## config.mk

```make
export PLATFORM = sky130hd
export DESIGN_NAME = stm_timer
export DESIGN_NICKNAME = d
export VERILOG_FILES = /design/src/design/stm_pkg.sv /design/src/design/stm_timer.sv
export SDC_FILE = /design/constraint.sdc
export NUM_CORES = 1
export LEC_CHECK = 0
export BUFFER_PORTS_ARGS = -buffer_cell sky130_fd_sc_hd__buf_2
export CELL_PAD_IN_SITES_DETAIL_PLACEMENT = 1
export CELL_PAD_IN_SITES_GLOBAL_PLACEMENT = 1
export CORE_MARGIN = 1
export CORE_UTILIZATION = 41
export CTS_CLUSTER_DIAMETER = 200
export CTS_CLUSTER_SIZE = 25
export DETAILED_ROUTE_END_ITERATION = 8
export HOLD_SLACK_MARGIN = 0.1
export PLACE_DENSITY_LB_ADDON = 0.08
export SYNTH_ARGS = -nofsm -noshare
export SYNTH_HDL_FRONTEND = slang
export SYNTH_SLANG_ARGS = --single-unit
```

## constraint.sdc

```tcl
create_clock -name CLK_IN -period 7.4 [get_ports CLK_IN]
set_clock_uncertainty 0.05 [all_clocks]
set_input_delay 0.37 -clock CLK_IN [delete_from_list [all_inputs] [get_ports CLK_IN]]
set_output_delay 0.37 -clock CLK_IN [all_outputs]
set_load 0.005 [all_outputs]
```

## src/design/stm_pkg.sv

```systemverilog
// Functional notes
// - counter readable as low and high read-only bytes, zero after reset
// - compare A held in two read/write bytes, reset to zero
// - compare P byte matches counter bits 15..8 at P-1 with bits 7..0 at FF
// - mode 00, clear-select low: clear on P match or overflow, A and P flags
// - clear-select high: clear on A match, only A flag raised
// - compare A of zero with clear-select high: counter rolls over at FFFF, no A flag
// - compare-match mode: pin changes only on A match, never on P
// - on A match pin follows pin-function: hold, low, high, toggle
// - enable rising edge loads pin with output-control initial level, inverted in PWM except single pulse
// - mode 11 counts and flags like compare-match, pin left unused
// - PWM: duty/period select picks comparators, clear-select ignored
// - select 0: period P*256 or 65536, duty A, full when duty>=period
// - select 1: period from A, duty P*256 or 65536
// - PWM raises A flag on A match and, except in single pulse, P flag on P match
// - PWM: output-control sets polarity, pin-function forces, invert flips pin
// - PWM counting and flags continue while pin forced by codes 00/01
// - single pulse: enable rising edge starts counter and pulse
// - single pulse: A match clears enable, ends pulse; software clear ends too
// - 3-bit clock select: sys/4, sys, high/16, high/64, sub, reserved
// - enable rising edge zeroes counter; enable low stops, keeps value
// - pause bit freezes counter; clearing resumes from held value
package stm_pkg;
  // word byte addresses
  localparam logic [3:0] ADDR_CTRL0   = 4'h0;
  localparam logic [3:0] ADDR_CTRL1   = 4'h1;
  localparam logic [3:0] ADDR_CNT_LO  = 4'h2;
  localparam logic [3:0] ADDR_CNT_HI  = 4'h3;
  localparam logic [3:0] ADDR_CMPA_LO = 4'h4;
  localparam logic [3:0] ADDR_CMPA_HI = 4'h5;
  localparam logic [3:0] ADDR_CMPP    = 4'h6;
  localparam logic [3:0] ADDR_FLAGS   = 4'h7;
  // control 0 fields
  localparam int CTRL0_PAUSE  = 7;
  localparam int CTRL0_CLK_HI = 6;
  localparam int CTRL0_CLK_LO = 4;
  localparam int CTRL0_ENABLE = 3;
  localparam logic [7:0] CTRL0_MASK = 8'hF8;
  // control 1 fields
  localparam int CTRL1_MODE_HI = 7;
  localparam int CTRL1_MODE_LO = 6;
  localparam int CTRL1_PIN_HI  = 5;
  localparam int CTRL1_PIN_LO  = 4;
  localparam int CTRL1_OCTRL   = 3;
  localparam int CTRL1_INVERT  = 2;
  localparam int CTRL1_DPX     = 1;
  localparam int CTRL1_CLRSEL  = 0;
  // flags register fields
  localparam int FLAG_A = 0;
  localparam int FLAG_P = 1;
  localparam logic [7:0] RESET_BYTE = 8'h00;
  // modes
  localparam logic [1:0] MODE_CMP = 2'h0;
  localparam logic [1:0] MODE_PWM = 2'h2;
  localparam logic [1:0] MODE_TMR = 2'h3;
  // pin-function codes
  localparam logic [1:0] PIN_HOLD   = 2'h0;
  localparam logic [1:0] PIN_LOW    = 2'h1;
  localparam logic [1:0] PIN_HIGH   = 2'h2;
  localparam logic [1:0] PIN_TOGGLE = 2'h3;
  localparam logic [1:0] PWM_INACT  = 2'h0;
  localparam logic [1:0] PWM_ACT    = 2'h1;
  localparam logic [1:0] PWM_WAVE   = 2'h2;
  localparam logic [1:0] PWM_SINGLE = 2'h3;
  // clock selects
  localparam logic [2:0] CLK_SYS4  = 3'h0;
  localparam logic [2:0] CLK_SYS   = 3'h1;
  localparam logic [2:0] CLK_H16   = 3'h2;
  localparam logic [2:0] CLK_H64   = 3'h3;
  localparam logic [2:0] CLK_SUB0  = 3'h4;
  localparam logic [2:0] CLK_SUB1  = 3'h5;
  localparam logic [5:0] DIV4_LAST  = 6'h03;
  localparam logic [5:0] DIV16_LAST = 6'h0F;
  localparam logic [5:0] DIV64_LAST = 6'h3F;
  localparam logic [15:0] CNT_MAX = 16'hFFFF;
endpackage

```

## src/design/stm_timer.sv

```systemverilog
// The Avalon-MM slave port and the placing of the registers are this design's own decisions.
`timescale 1ns/1ps
module stm_timer (
  // clock and reset
  input  wire logic        CLK_IN,
  input  wire logic        RST_IN,
  // avalon-mm slave
  input  wire logic [3:0]  AVS_ADDRESS_IN,
  input  wire logic        AVS_READ_IN,
  input  wire logic        AVS_WRITE_IN,
  input  wire logic [31:0] AVS_WRITEDATA_IN,
  input  wire logic [3:0]  AVS_BYTEENABLE_IN,
  output logic [31:0]      AVS_READDATA_OUT,
  output logic             AVS_WAITREQUEST_OUT,
  // clock sources
  input  wire logic        HCLK_TICK_IN,
  input  wire logic        SUBCLK_TICK_IN,
  // output pin
  output logic             TIMER_PIN_OUT,
  output logic             TIMER_PIN_OE_OUT,
  // match pulses
  output logic             MATCH_A_PULSE_OUT,
  output logic             MATCH_P_PULSE_OUT
);
  logic [7:0]  ctrl0_q;
  logic [7:0]  ctrl1_q;
  logic [15:0] count_q;
  logic [15:0] cmpa_q;
  logic [7:0]  cmpp_q;
  logic        flag_a_q;
  logic        flag_p_q;
  logic        en_prev_q;
  logic        pin_q;
  logic        pin_out_q;
  logic        oe_q;
  logic        ack_q;
  logic [31:0] rdata_q;
  logic [5:0]  sys_div_q;
  logic [5:0]  h_div_q;
  logic        pulse_a_q;
  logic        pulse_p_q;

  logic [1:0]  mode;
  logic [1:0]  pinf;
  logic        enable;
  logic        en_rise;
  logic        tick;
  logic        match_a;
  logic        match_p;
  logic        overflow;
  logic        clr_cnt;
  logic        raise_a;
  logic        raise_p;
  logic        single;
  logic        pwm_act;
  logic        wr_go;
  logic        rd_go;
  logic        wr_ctrl0;
  logic        pin_d;

  function automatic logic hit(input logic [3:0] a);
    hit = (AVS_ADDRESS_IN == a) && AVS_BYTEENABLE_IN[0];
  endfunction

  assign mode   = ctrl1_q[stm_pkg::CTRL1_MODE_HI:stm_pkg::CTRL1_MODE_LO];
  assign pinf   = ctrl1_q[stm_pkg::CTRL1_PIN_HI:stm_pkg::CTRL1_PIN_LO];
  assign enable = ctrl0_q[stm_pkg::CTRL0_ENABLE];
  assign single = (mode == stm_pkg::MODE_PWM) && (pinf == stm_pkg::PWM_SINGLE);
  assign wr_go  = AVS_WRITE_IN && !ack_q;
  assign rd_go  = AVS_READ_IN && !ack_q;
  assign wr_ctrl0 = wr_go && hit(stm_pkg::ADDR_CTRL0);

  // one-wait-state bus: request taken, answered next edge
  always_ff @(posedge CLK_IN or posedge RST_IN) begin
    if (RST_IN) begin
      ack_q <= 1'b0;
    end else begin
      ack_q <= (rd_go || wr_go);
    end
  end
  assign AVS_WAITREQUEST_OUT = (AVS_READ_IN || AVS_WRITE_IN) && !ack_q;

  // read data captured when request taken
  always_ff @(posedge CLK_IN or posedge RST_IN) begin
    if (RST_IN) begin
      rdata_q <= 32'h0000_0000;
    end else if (rd_go) begin
      rdata_q <= 32'h0000_0000;
      unique case (AVS_ADDRESS_IN)
        stm_pkg::ADDR_CTRL0:   rdata_q[7:0] <= ctrl0_q;
        stm_pkg::ADDR_CTRL1:   rdata_q[7:0] <= ctrl1_q;
        stm_pkg::ADDR_CNT_LO:  rdata_q[7:0] <= count_q[7:0];
        stm_pkg::ADDR_CNT_HI:  rdata_q[7:0] <= count_q[15:8];
        stm_pkg::ADDR_CMPA_LO: rdata_q[7:0] <= cmpa_q[7:0];
        stm_pkg::ADDR_CMPA_HI: rdata_q[7:0] <= cmpa_q[15:8];
        stm_pkg::ADDR_CMPP:    rdata_q[7:0] <= cmpp_q;
        stm_pkg::ADDR_FLAGS:   rdata_q[1:0] <= {flag_p_q, flag_a_q};
        default:               rdata_q[7:0] <= 8'h00;
      endcase
    end
  end
  assign AVS_READDATA_OUT = rdata_q;

  // control 0; hardware clear of enable wins over a write
  always_ff @(posedge CLK_IN or posedge RST_IN) begin
    if (RST_IN) begin
      ctrl0_q <= stm_pkg::RESET_BYTE;
    end else begin
      if (wr_ctrl0) begin
        ctrl0_q <= AVS_WRITEDATA_IN[7:0] & stm_pkg::CTRL0_MASK;
      end
      if (single && enable && raise_a) begin
        ctrl0_q[stm_pkg::CTRL0_ENABLE] <= 1'b0;
      end
    end
  end

  always_ff @(posedge CLK_IN or posedge RST_IN) begin
    if (RST_IN) begin
      ctrl1_q <= stm_pkg::RESET_BYTE;
      cmpa_q  <= 16'h0000;
      cmpp_q  <= stm_pkg::RESET_BYTE;
    end else if (wr_go) begin
      if (hit(stm_pkg::ADDR_CTRL1)) begin
        ctrl1_q <= AVS_WRITEDATA_IN[7:0];
      end
      if (hit(stm_pkg::ADDR_CMPA_LO)) begin
        cmpa_q[7:0] <= AVS_WRITEDATA_IN[7:0];
      end
      if (hit(stm_pkg::ADDR_CMPA_HI)) begin
        cmpa_q[15:8] <= AVS_WRITEDATA_IN[7:0];
      end
      if (hit(stm_pkg::ADDR_CMPP)) begin
        cmpp_q <= AVS_WRITEDATA_IN[7:0];
      end
    end
  end

  // prescalers free-run so a tick phase never depends on enable
  always_ff @(posedge CLK_IN or posedge RST_IN) begin
    if (RST_IN) begin
      sys_div_q <= 6'h00;
      h_div_q   <= 6'h00;
    end else begin
      sys_div_q <= (sys_div_q == stm_pkg::DIV4_LAST) ? 6'h00 : sys_div_q + 6'h01;
      if (HCLK_TICK_IN) begin
        h_div_q <= h_div_q + 6'h01;
      end
    end
  end

  always_comb begin
    unique case (ctrl0_q[stm_pkg::CTRL0_CLK_HI:stm_pkg::CTRL0_CLK_LO])
      stm_pkg::CLK_SYS4: tick = (sys_div_q == stm_pkg::DIV4_LAST);
      stm_pkg::CLK_SYS:  tick = 1'b1;
      stm_pkg::CLK_H16:  tick = HCLK_TICK_IN && (h_div_q[3:0] == stm_pkg::DIV16_LAST[3:0]);
      stm_pkg::CLK_H64:  tick = HCLK_TICK_IN && (h_div_q == stm_pkg::DIV64_LAST);
      stm_pkg::CLK_SUB0: tick = SUBCLK_TICK_IN;
      stm_pkg::CLK_SUB1: tick = SUBCLK_TICK_IN;
      // reserved codes never tick
      default:           tick = 1'b0;
    endcase
  end

  assign en_rise = enable && !en_prev_q;
  // match on equality at a counting tick
  assign overflow = (count_q == stm_pkg::CNT_MAX);
  assign match_a  = (cmpa_q != 16'h0000) && (count_q == cmpa_q);
  // P against upper byte as P-1 with lower byte FF; zero means overflow
  // clear replaces the step into {P,00}, so the period is P*256 ticks
  assign match_p  = (cmpp_q == 8'h00) ? overflow :
                    ((count_q[15:8] == cmpp_q - 8'h01) && (count_q[7:0] == 8'hFF));

  always_comb begin
    clr_cnt = 1'b0;
    raise_a = 1'b0;
    raise_p = 1'b0;
    // held count must not match on the restart edge
    if (enable && !en_rise && !ctrl0_q[stm_pkg::CTRL0_PAUSE] && tick) begin
      if (single) begin
        raise_a = match_a;
        clr_cnt = 1'b0;
      end else if (mode == stm_pkg::MODE_PWM) begin
        raise_a = match_a;
        raise_p = match_p;
        clr_cnt = ctrl1_q[stm_pkg::CTRL1_DPX] ? match_a : match_p;
      end else if (ctrl1_q[stm_pkg::CTRL1_CLRSEL]) begin
        // clear on A, no P flag
        raise_a = match_a;
        clr_cnt = match_a;
      end else begin
        // clear on P or overflow; same for mode 11
        raise_a = match_a;
        raise_p = match_p;
        clr_cnt = match_p;
      end
    end
  end

  // counter: zero on enable rise, hold while off or paused
  always_ff @(posedge CLK_IN or posedge RST_IN) begin
    if (RST_IN) begin
      count_q   <= 16'h0000;
      en_prev_q <= 1'b0;
    end else begin
      en_prev_q <= enable;
      if (en_rise) begin
        count_q <= 16'h0000;
      end else if (enable && !ctrl0_q[stm_pkg::CTRL0_PAUSE] && tick) begin
        if (single && raise_a) begin
          count_q <= count_q;
        end else if (clr_cnt) begin
          count_q <= 16'h0000;
        end else begin
          count_q <= count_q + 16'h0001;
        end
      end
    end
  end

  // sticky flags: set wins over write-one-to-clear
  always_ff @(posedge CLK_IN or posedge RST_IN) begin
    if (RST_IN) begin
      flag_a_q <= 1'b0;
      flag_p_q <= 1'b0;
    end else begin
      if (raise_a) begin
        flag_a_q <= 1'b1;
      end else if (wr_go && hit(stm_pkg::ADDR_FLAGS) && AVS_WRITEDATA_IN[stm_pkg::FLAG_A]) begin
        flag_a_q <= 1'b0;
      end
      if (raise_p) begin
        flag_p_q <= 1'b1;
      end else if (wr_go && hit(stm_pkg::ADDR_FLAGS) && AVS_WRITEDATA_IN[stm_pkg::FLAG_P]) begin
        flag_p_q <= 1'b0;
      end
    end
  end

  always_ff @(posedge CLK_IN or posedge RST_IN) begin
    if (RST_IN) begin
      pulse_a_q <= 1'b0;
      pulse_p_q <= 1'b0;
    end else begin
      pulse_a_q <= raise_a;
      pulse_p_q <= raise_p;
    end
  end
  assign MATCH_A_PULSE_OUT = pulse_a_q;
  assign MATCH_P_PULSE_OUT = pulse_p_q;

  // active while below duty; duty>=period gives full
  always_comb begin
    if (ctrl1_q[stm_pkg::CTRL1_DPX]) begin
      pwm_act = (cmpp_q == 8'h00) ? 1'b1 : (count_q < {cmpp_q, 8'h00});
    end else begin
      pwm_act = (count_q < cmpa_q);
    end
  end

  // pin level before inversion
  always_comb begin
    pin_d = pin_q;
    if (en_rise) begin
      pin_d = (mode == stm_pkg::MODE_PWM) ? !ctrl1_q[stm_pkg::CTRL1_OCTRL] ^ single
                                          : ctrl1_q[stm_pkg::CTRL1_OCTRL];
    end else if (mode == stm_pkg::MODE_CMP) begin
      if (raise_a) begin
        unique case (pinf)
          stm_pkg::PIN_HOLD:   pin_d = pin_q;
          stm_pkg::PIN_LOW:    pin_d = 1'b0;
          stm_pkg::PIN_HIGH:   pin_d = 1'b1;
          stm_pkg::PIN_TOGGLE: pin_d = !pin_q;
        endcase
      end
    end else if (mode == stm_pkg::MODE_PWM) begin
      // force codes, waveform keeps running behind them
      unique case (pinf)
        stm_pkg::PWM_INACT:  pin_d = !ctrl1_q[stm_pkg::CTRL1_OCTRL];
        stm_pkg::PWM_ACT:    pin_d = ctrl1_q[stm_pkg::CTRL1_OCTRL];
        stm_pkg::PWM_WAVE:   pin_d = pwm_act ? ctrl1_q[stm_pkg::CTRL1_OCTRL]
                                             : !ctrl1_q[stm_pkg::CTRL1_OCTRL];
        // pulse ends when enable falls for any reason
        stm_pkg::PWM_SINGLE: pin_d = (enable && !raise_a) ? ctrl1_q[stm_pkg::CTRL1_OCTRL]
                                                          : !ctrl1_q[stm_pkg::CTRL1_OCTRL];
      endcase
    end
  end

  always_ff @(posedge CLK_IN or posedge RST_IN) begin
    if (RST_IN) begin
      pin_q     <= 1'b0;
      pin_out_q <= 1'b0;
    end else begin
      pin_q     <= pin_d;
      pin_out_q <= pin_d ^ (ctrl1_q[stm_pkg::CTRL1_INVERT] &&
                            ((mode == stm_pkg::MODE_CMP) || (mode == stm_pkg::MODE_PWM)));
    end
  end

  always_ff @(posedge CLK_IN or posedge RST_IN) begin
    if (RST_IN) begin
      oe_q <= 1'b0;
    end else begin
      oe_q <= (mode == stm_pkg::MODE_CMP) || (mode == stm_pkg::MODE_PWM);
    end
  end
  assign TIMER_PIN_OE_OUT = oe_q;
  assign TIMER_PIN_OUT    = pin_out_q;
endmodule

```

==> metrics.txt <==
CTS root buffer clkbuf_16; htree depth 3; Die Span Y 113.6 um; Fin Hold WS 0.2174 ns; Hold Fails Final Rpt 0; GRT Total Usage 0.2500; Vias 4070; hpwl dp 11.04 mm; clock sink count 82; CTS resizes 0; CP bufs+invs 0; Max Cap Viol 0; HP Class in -> reg; io pins 83; critical path's top delay family simple AND/OR/NAND/NOR gates; worst-path cell chain ha_1, nand4_1, nor4_1, and3_1, a21oi_1, a2bb2oi_1, a2111oi_2, nand3b_2, xnor2_1; area post-placement 5313 sq um; ANT cells 0; WL/cell 19.99 um; asr flop ratio synth 1.000; Post-synth EDFFs 0; clk buf depth 2; Die Width 113.6 um; total CTS buffers 9; die area 12910 sq um; Top FF cell, synth dfrtp_1; Slew Limit Fails 0; Startpoint Class register; cts hold-fix bufs 0; PwrDens 245.8 nW/um^2; clock-pin slew on the worst setup and hold paths 0.06 ns; num rows 40; Post-Syn Instances 543; synth unique cells 72; Starting Density 0.4235; Critical Path Max Stage Delay 0.57 ns; antenna-violating nets left 0; initial antenna violation count 0; CP endpoint kind register; post-route DRC violation count 0; WS Path Type reg -> reg; yosys warns 0; Vias per Instance 5.493; CP arrival 3.36 ns; RSZ-0062 raised after global routing no; Req. time, crit path 7.62 ns; Post-Place Worst Slack 4.319 ns; utilization after layout 0.4658; Clock Latency Late Sink 0.35 ns; post-synthesis instance area 5109 sq um; Crit Path Max Fanout 10; gr ovfl total 0; slowest CP cell nor4_1; largest net degree at the start of global routing 83; Layout area overhead 9.968%; LEAKAGE 2.656 nW; Peak supply drop 0.1197 mV; Slew @ Worst Pin 1.082 ns; fin nets 642; Avg Inst Size Synth 9.408 sq um; drt first pass iters 4; DR iter-0 viols 230; design area 5618 sq um; Routed WL 14.81 mm; layout cell share with drive strength beyond 1 0.1553; Slew headroom 0.2787; core area 12060 sq um; Seq cells post-synth 82; Setup Fix Bufs, Post-CTS 0; setup TNS 0 ns; sequential share of the synthesized area 0.4017; status complete, no violations; TritonCTS clock tree yes; port bufs 31; final number of setup-violating endpoints 0; fin crit share 0.4246; vias in the first global route 4225; Final min period 3.142 ns; Setup WS post-layout 4.258 ns; GPL Wtd Cong 0.9016; first-pass GRT wire length 23.89 mm; fmax 318.2 MHz
==> worst paths after layout <==
path / from / end / slack [ns] / depth (start not counted)
min in group asynchronous: RST_IN / sys_div_q[5] / 0.30 / 3
worst min-delay path: AVS_WRITE_IN / ack_q / 0.22 / 3
worst max register to register: count_q[13] / TIMER_PIN_OUT / 4.26 / 9
max in group asynchronous: RST_IN / cmpp_q[5] / 6.30 / 3
worst max-delay path: count_q[13] / TIMER_PIN_OUT / 4.26 / 9
worst min register to register: h_div_q[5] / h_div_q[5] / 0.41 / 1
==> cell type report <==
type                       count  area, sq um
fill                        1387         6444
multi-input combinational    409         2759
sequential                    82         2052
clock buffer                  11        242.7
tap                          168        210.2
timing repair buffer          32        162.7
inverter                      34        128.9
clock inverter                 5        62.56
==> worst register-to-register path: cells and delay by family, from the launching register on <==
kind / cells / cell delay (ns)
compound gates: 3 / 0.55
fa+ha+maj: 1 / 0.40
flops: 1 / 0.56
xor+xnor: 1 / 0.12
simple gates: 4 / 1.38
==> layer usage <==
metal  vias to the layer above  track usage  share of wire
li1                       1921            -              -
met1                      2033       0.3274           0.46
met2                        88       0.3976           0.47
met3                        28      0.04145          0.033
met4                         0       0.1316          0.037
met5                         -            0              0
==> flip-flops by register name (all words and copies together), names as in the netlist, 5 cells and up <==
register and count:
sys_div_q 6, h_div_q 6, cmpa_q 16, ctrl0_q 5
cmpp_q 8, ctrl1_q 8, count_q 16, AVS_READDATA_OUT 8
==> cell families (layout without fill, tap and decap cells) <==
group           Yosys count  after routing  synth area share
flops                    82             82            0.4017
xor+xnor                 31             31           0.05315
other cells               1             24         0.0007340
mux                      33             33           0.07249
buf+inv                  75             82           0.07519
fa+ha+maj                28             28           0.06858
compound gates          111            111            0.1443
simple gates            182            182            0.1839
==> report_power, final <==
group          switching, mW  internal, mW  leakage, nW
combinational          0.170         0.128         1.49
sequential            0.0918         0.525         1.03
clock                  0.194         0.273        0.142
==> placed cells by master, fill, tap and decap left out, types with 9 or more instances in the layout <==
cell type	count
nand4_1	13
inv_1	33
a21oi_1	16
conb_1	24
xnor2_1	15
clkbuf_16	9
dfrtp_1	82
nand3_1	16
nand2_1	58
mux2i_1	13
buf_2	31
o21ai_0	46
ha_1	28
mux2_2	18
nor2_1	40
xor2_1	16
==> per-stage QoR <==
stage | std cells | total power [mW]
after floorplan | 566 | 0.8203
after global placement | 725 | 0.9073
after detailed placement | 725 | 0.9220
after CTS | 741 | 1.396
after global routing | 741 | 1.463
final | 741 | 1.381
==> synth_stat cells, types with 2 or more instances <==
master / n / area, sq um
a21o_1: 7 / 52.55
a21oi_1: 16 / 80.08
a221oi_1: 2 / 17.52
a22o_1: 5 / 43.79
a22oi_1: 5 / 37.54
a31oi_1: 4 / 25.02
and3_1: 6 / 37.54
and3_2: 2 / 15.01
buf_1: 4 / 15.01
buf_4: 25 / 187.7
clkbuf_1: 10 / 37.54
dfrtp_1: 82 / 2052
ha_1: 28 / 350.3
inv_1: 34 / 127.6
mux2_2: 18 / 202.7
mux2i_1: 13 / 130.1
nand2_1: 58 / 217.7
nand2b_1: 7 / 43.79
nand3_1: 16 / 80.08
nand3b_1: 2 / 15.01
nand4_1: 13 / 81.33
nor2_1: 40 / 150.1
nor2b_1: 7 / 43.79
nor3_1: 6 / 30.03
nor3b_2: 2 / 25.02
nor4_1: 6 / 37.54
o211ai_1: 2 / 15.01
o21ai_0: 46 / 230.2
o22ai_1: 2 / 12.51
o31ai_1: 2 / 15.01
o32ai_1: 2 / 17.52
or2_2: 2 / 12.51
xnor2_1: 15 / 131.4
xor2_1: 16 / 140.1
Power figures use the tool's default switching activity.
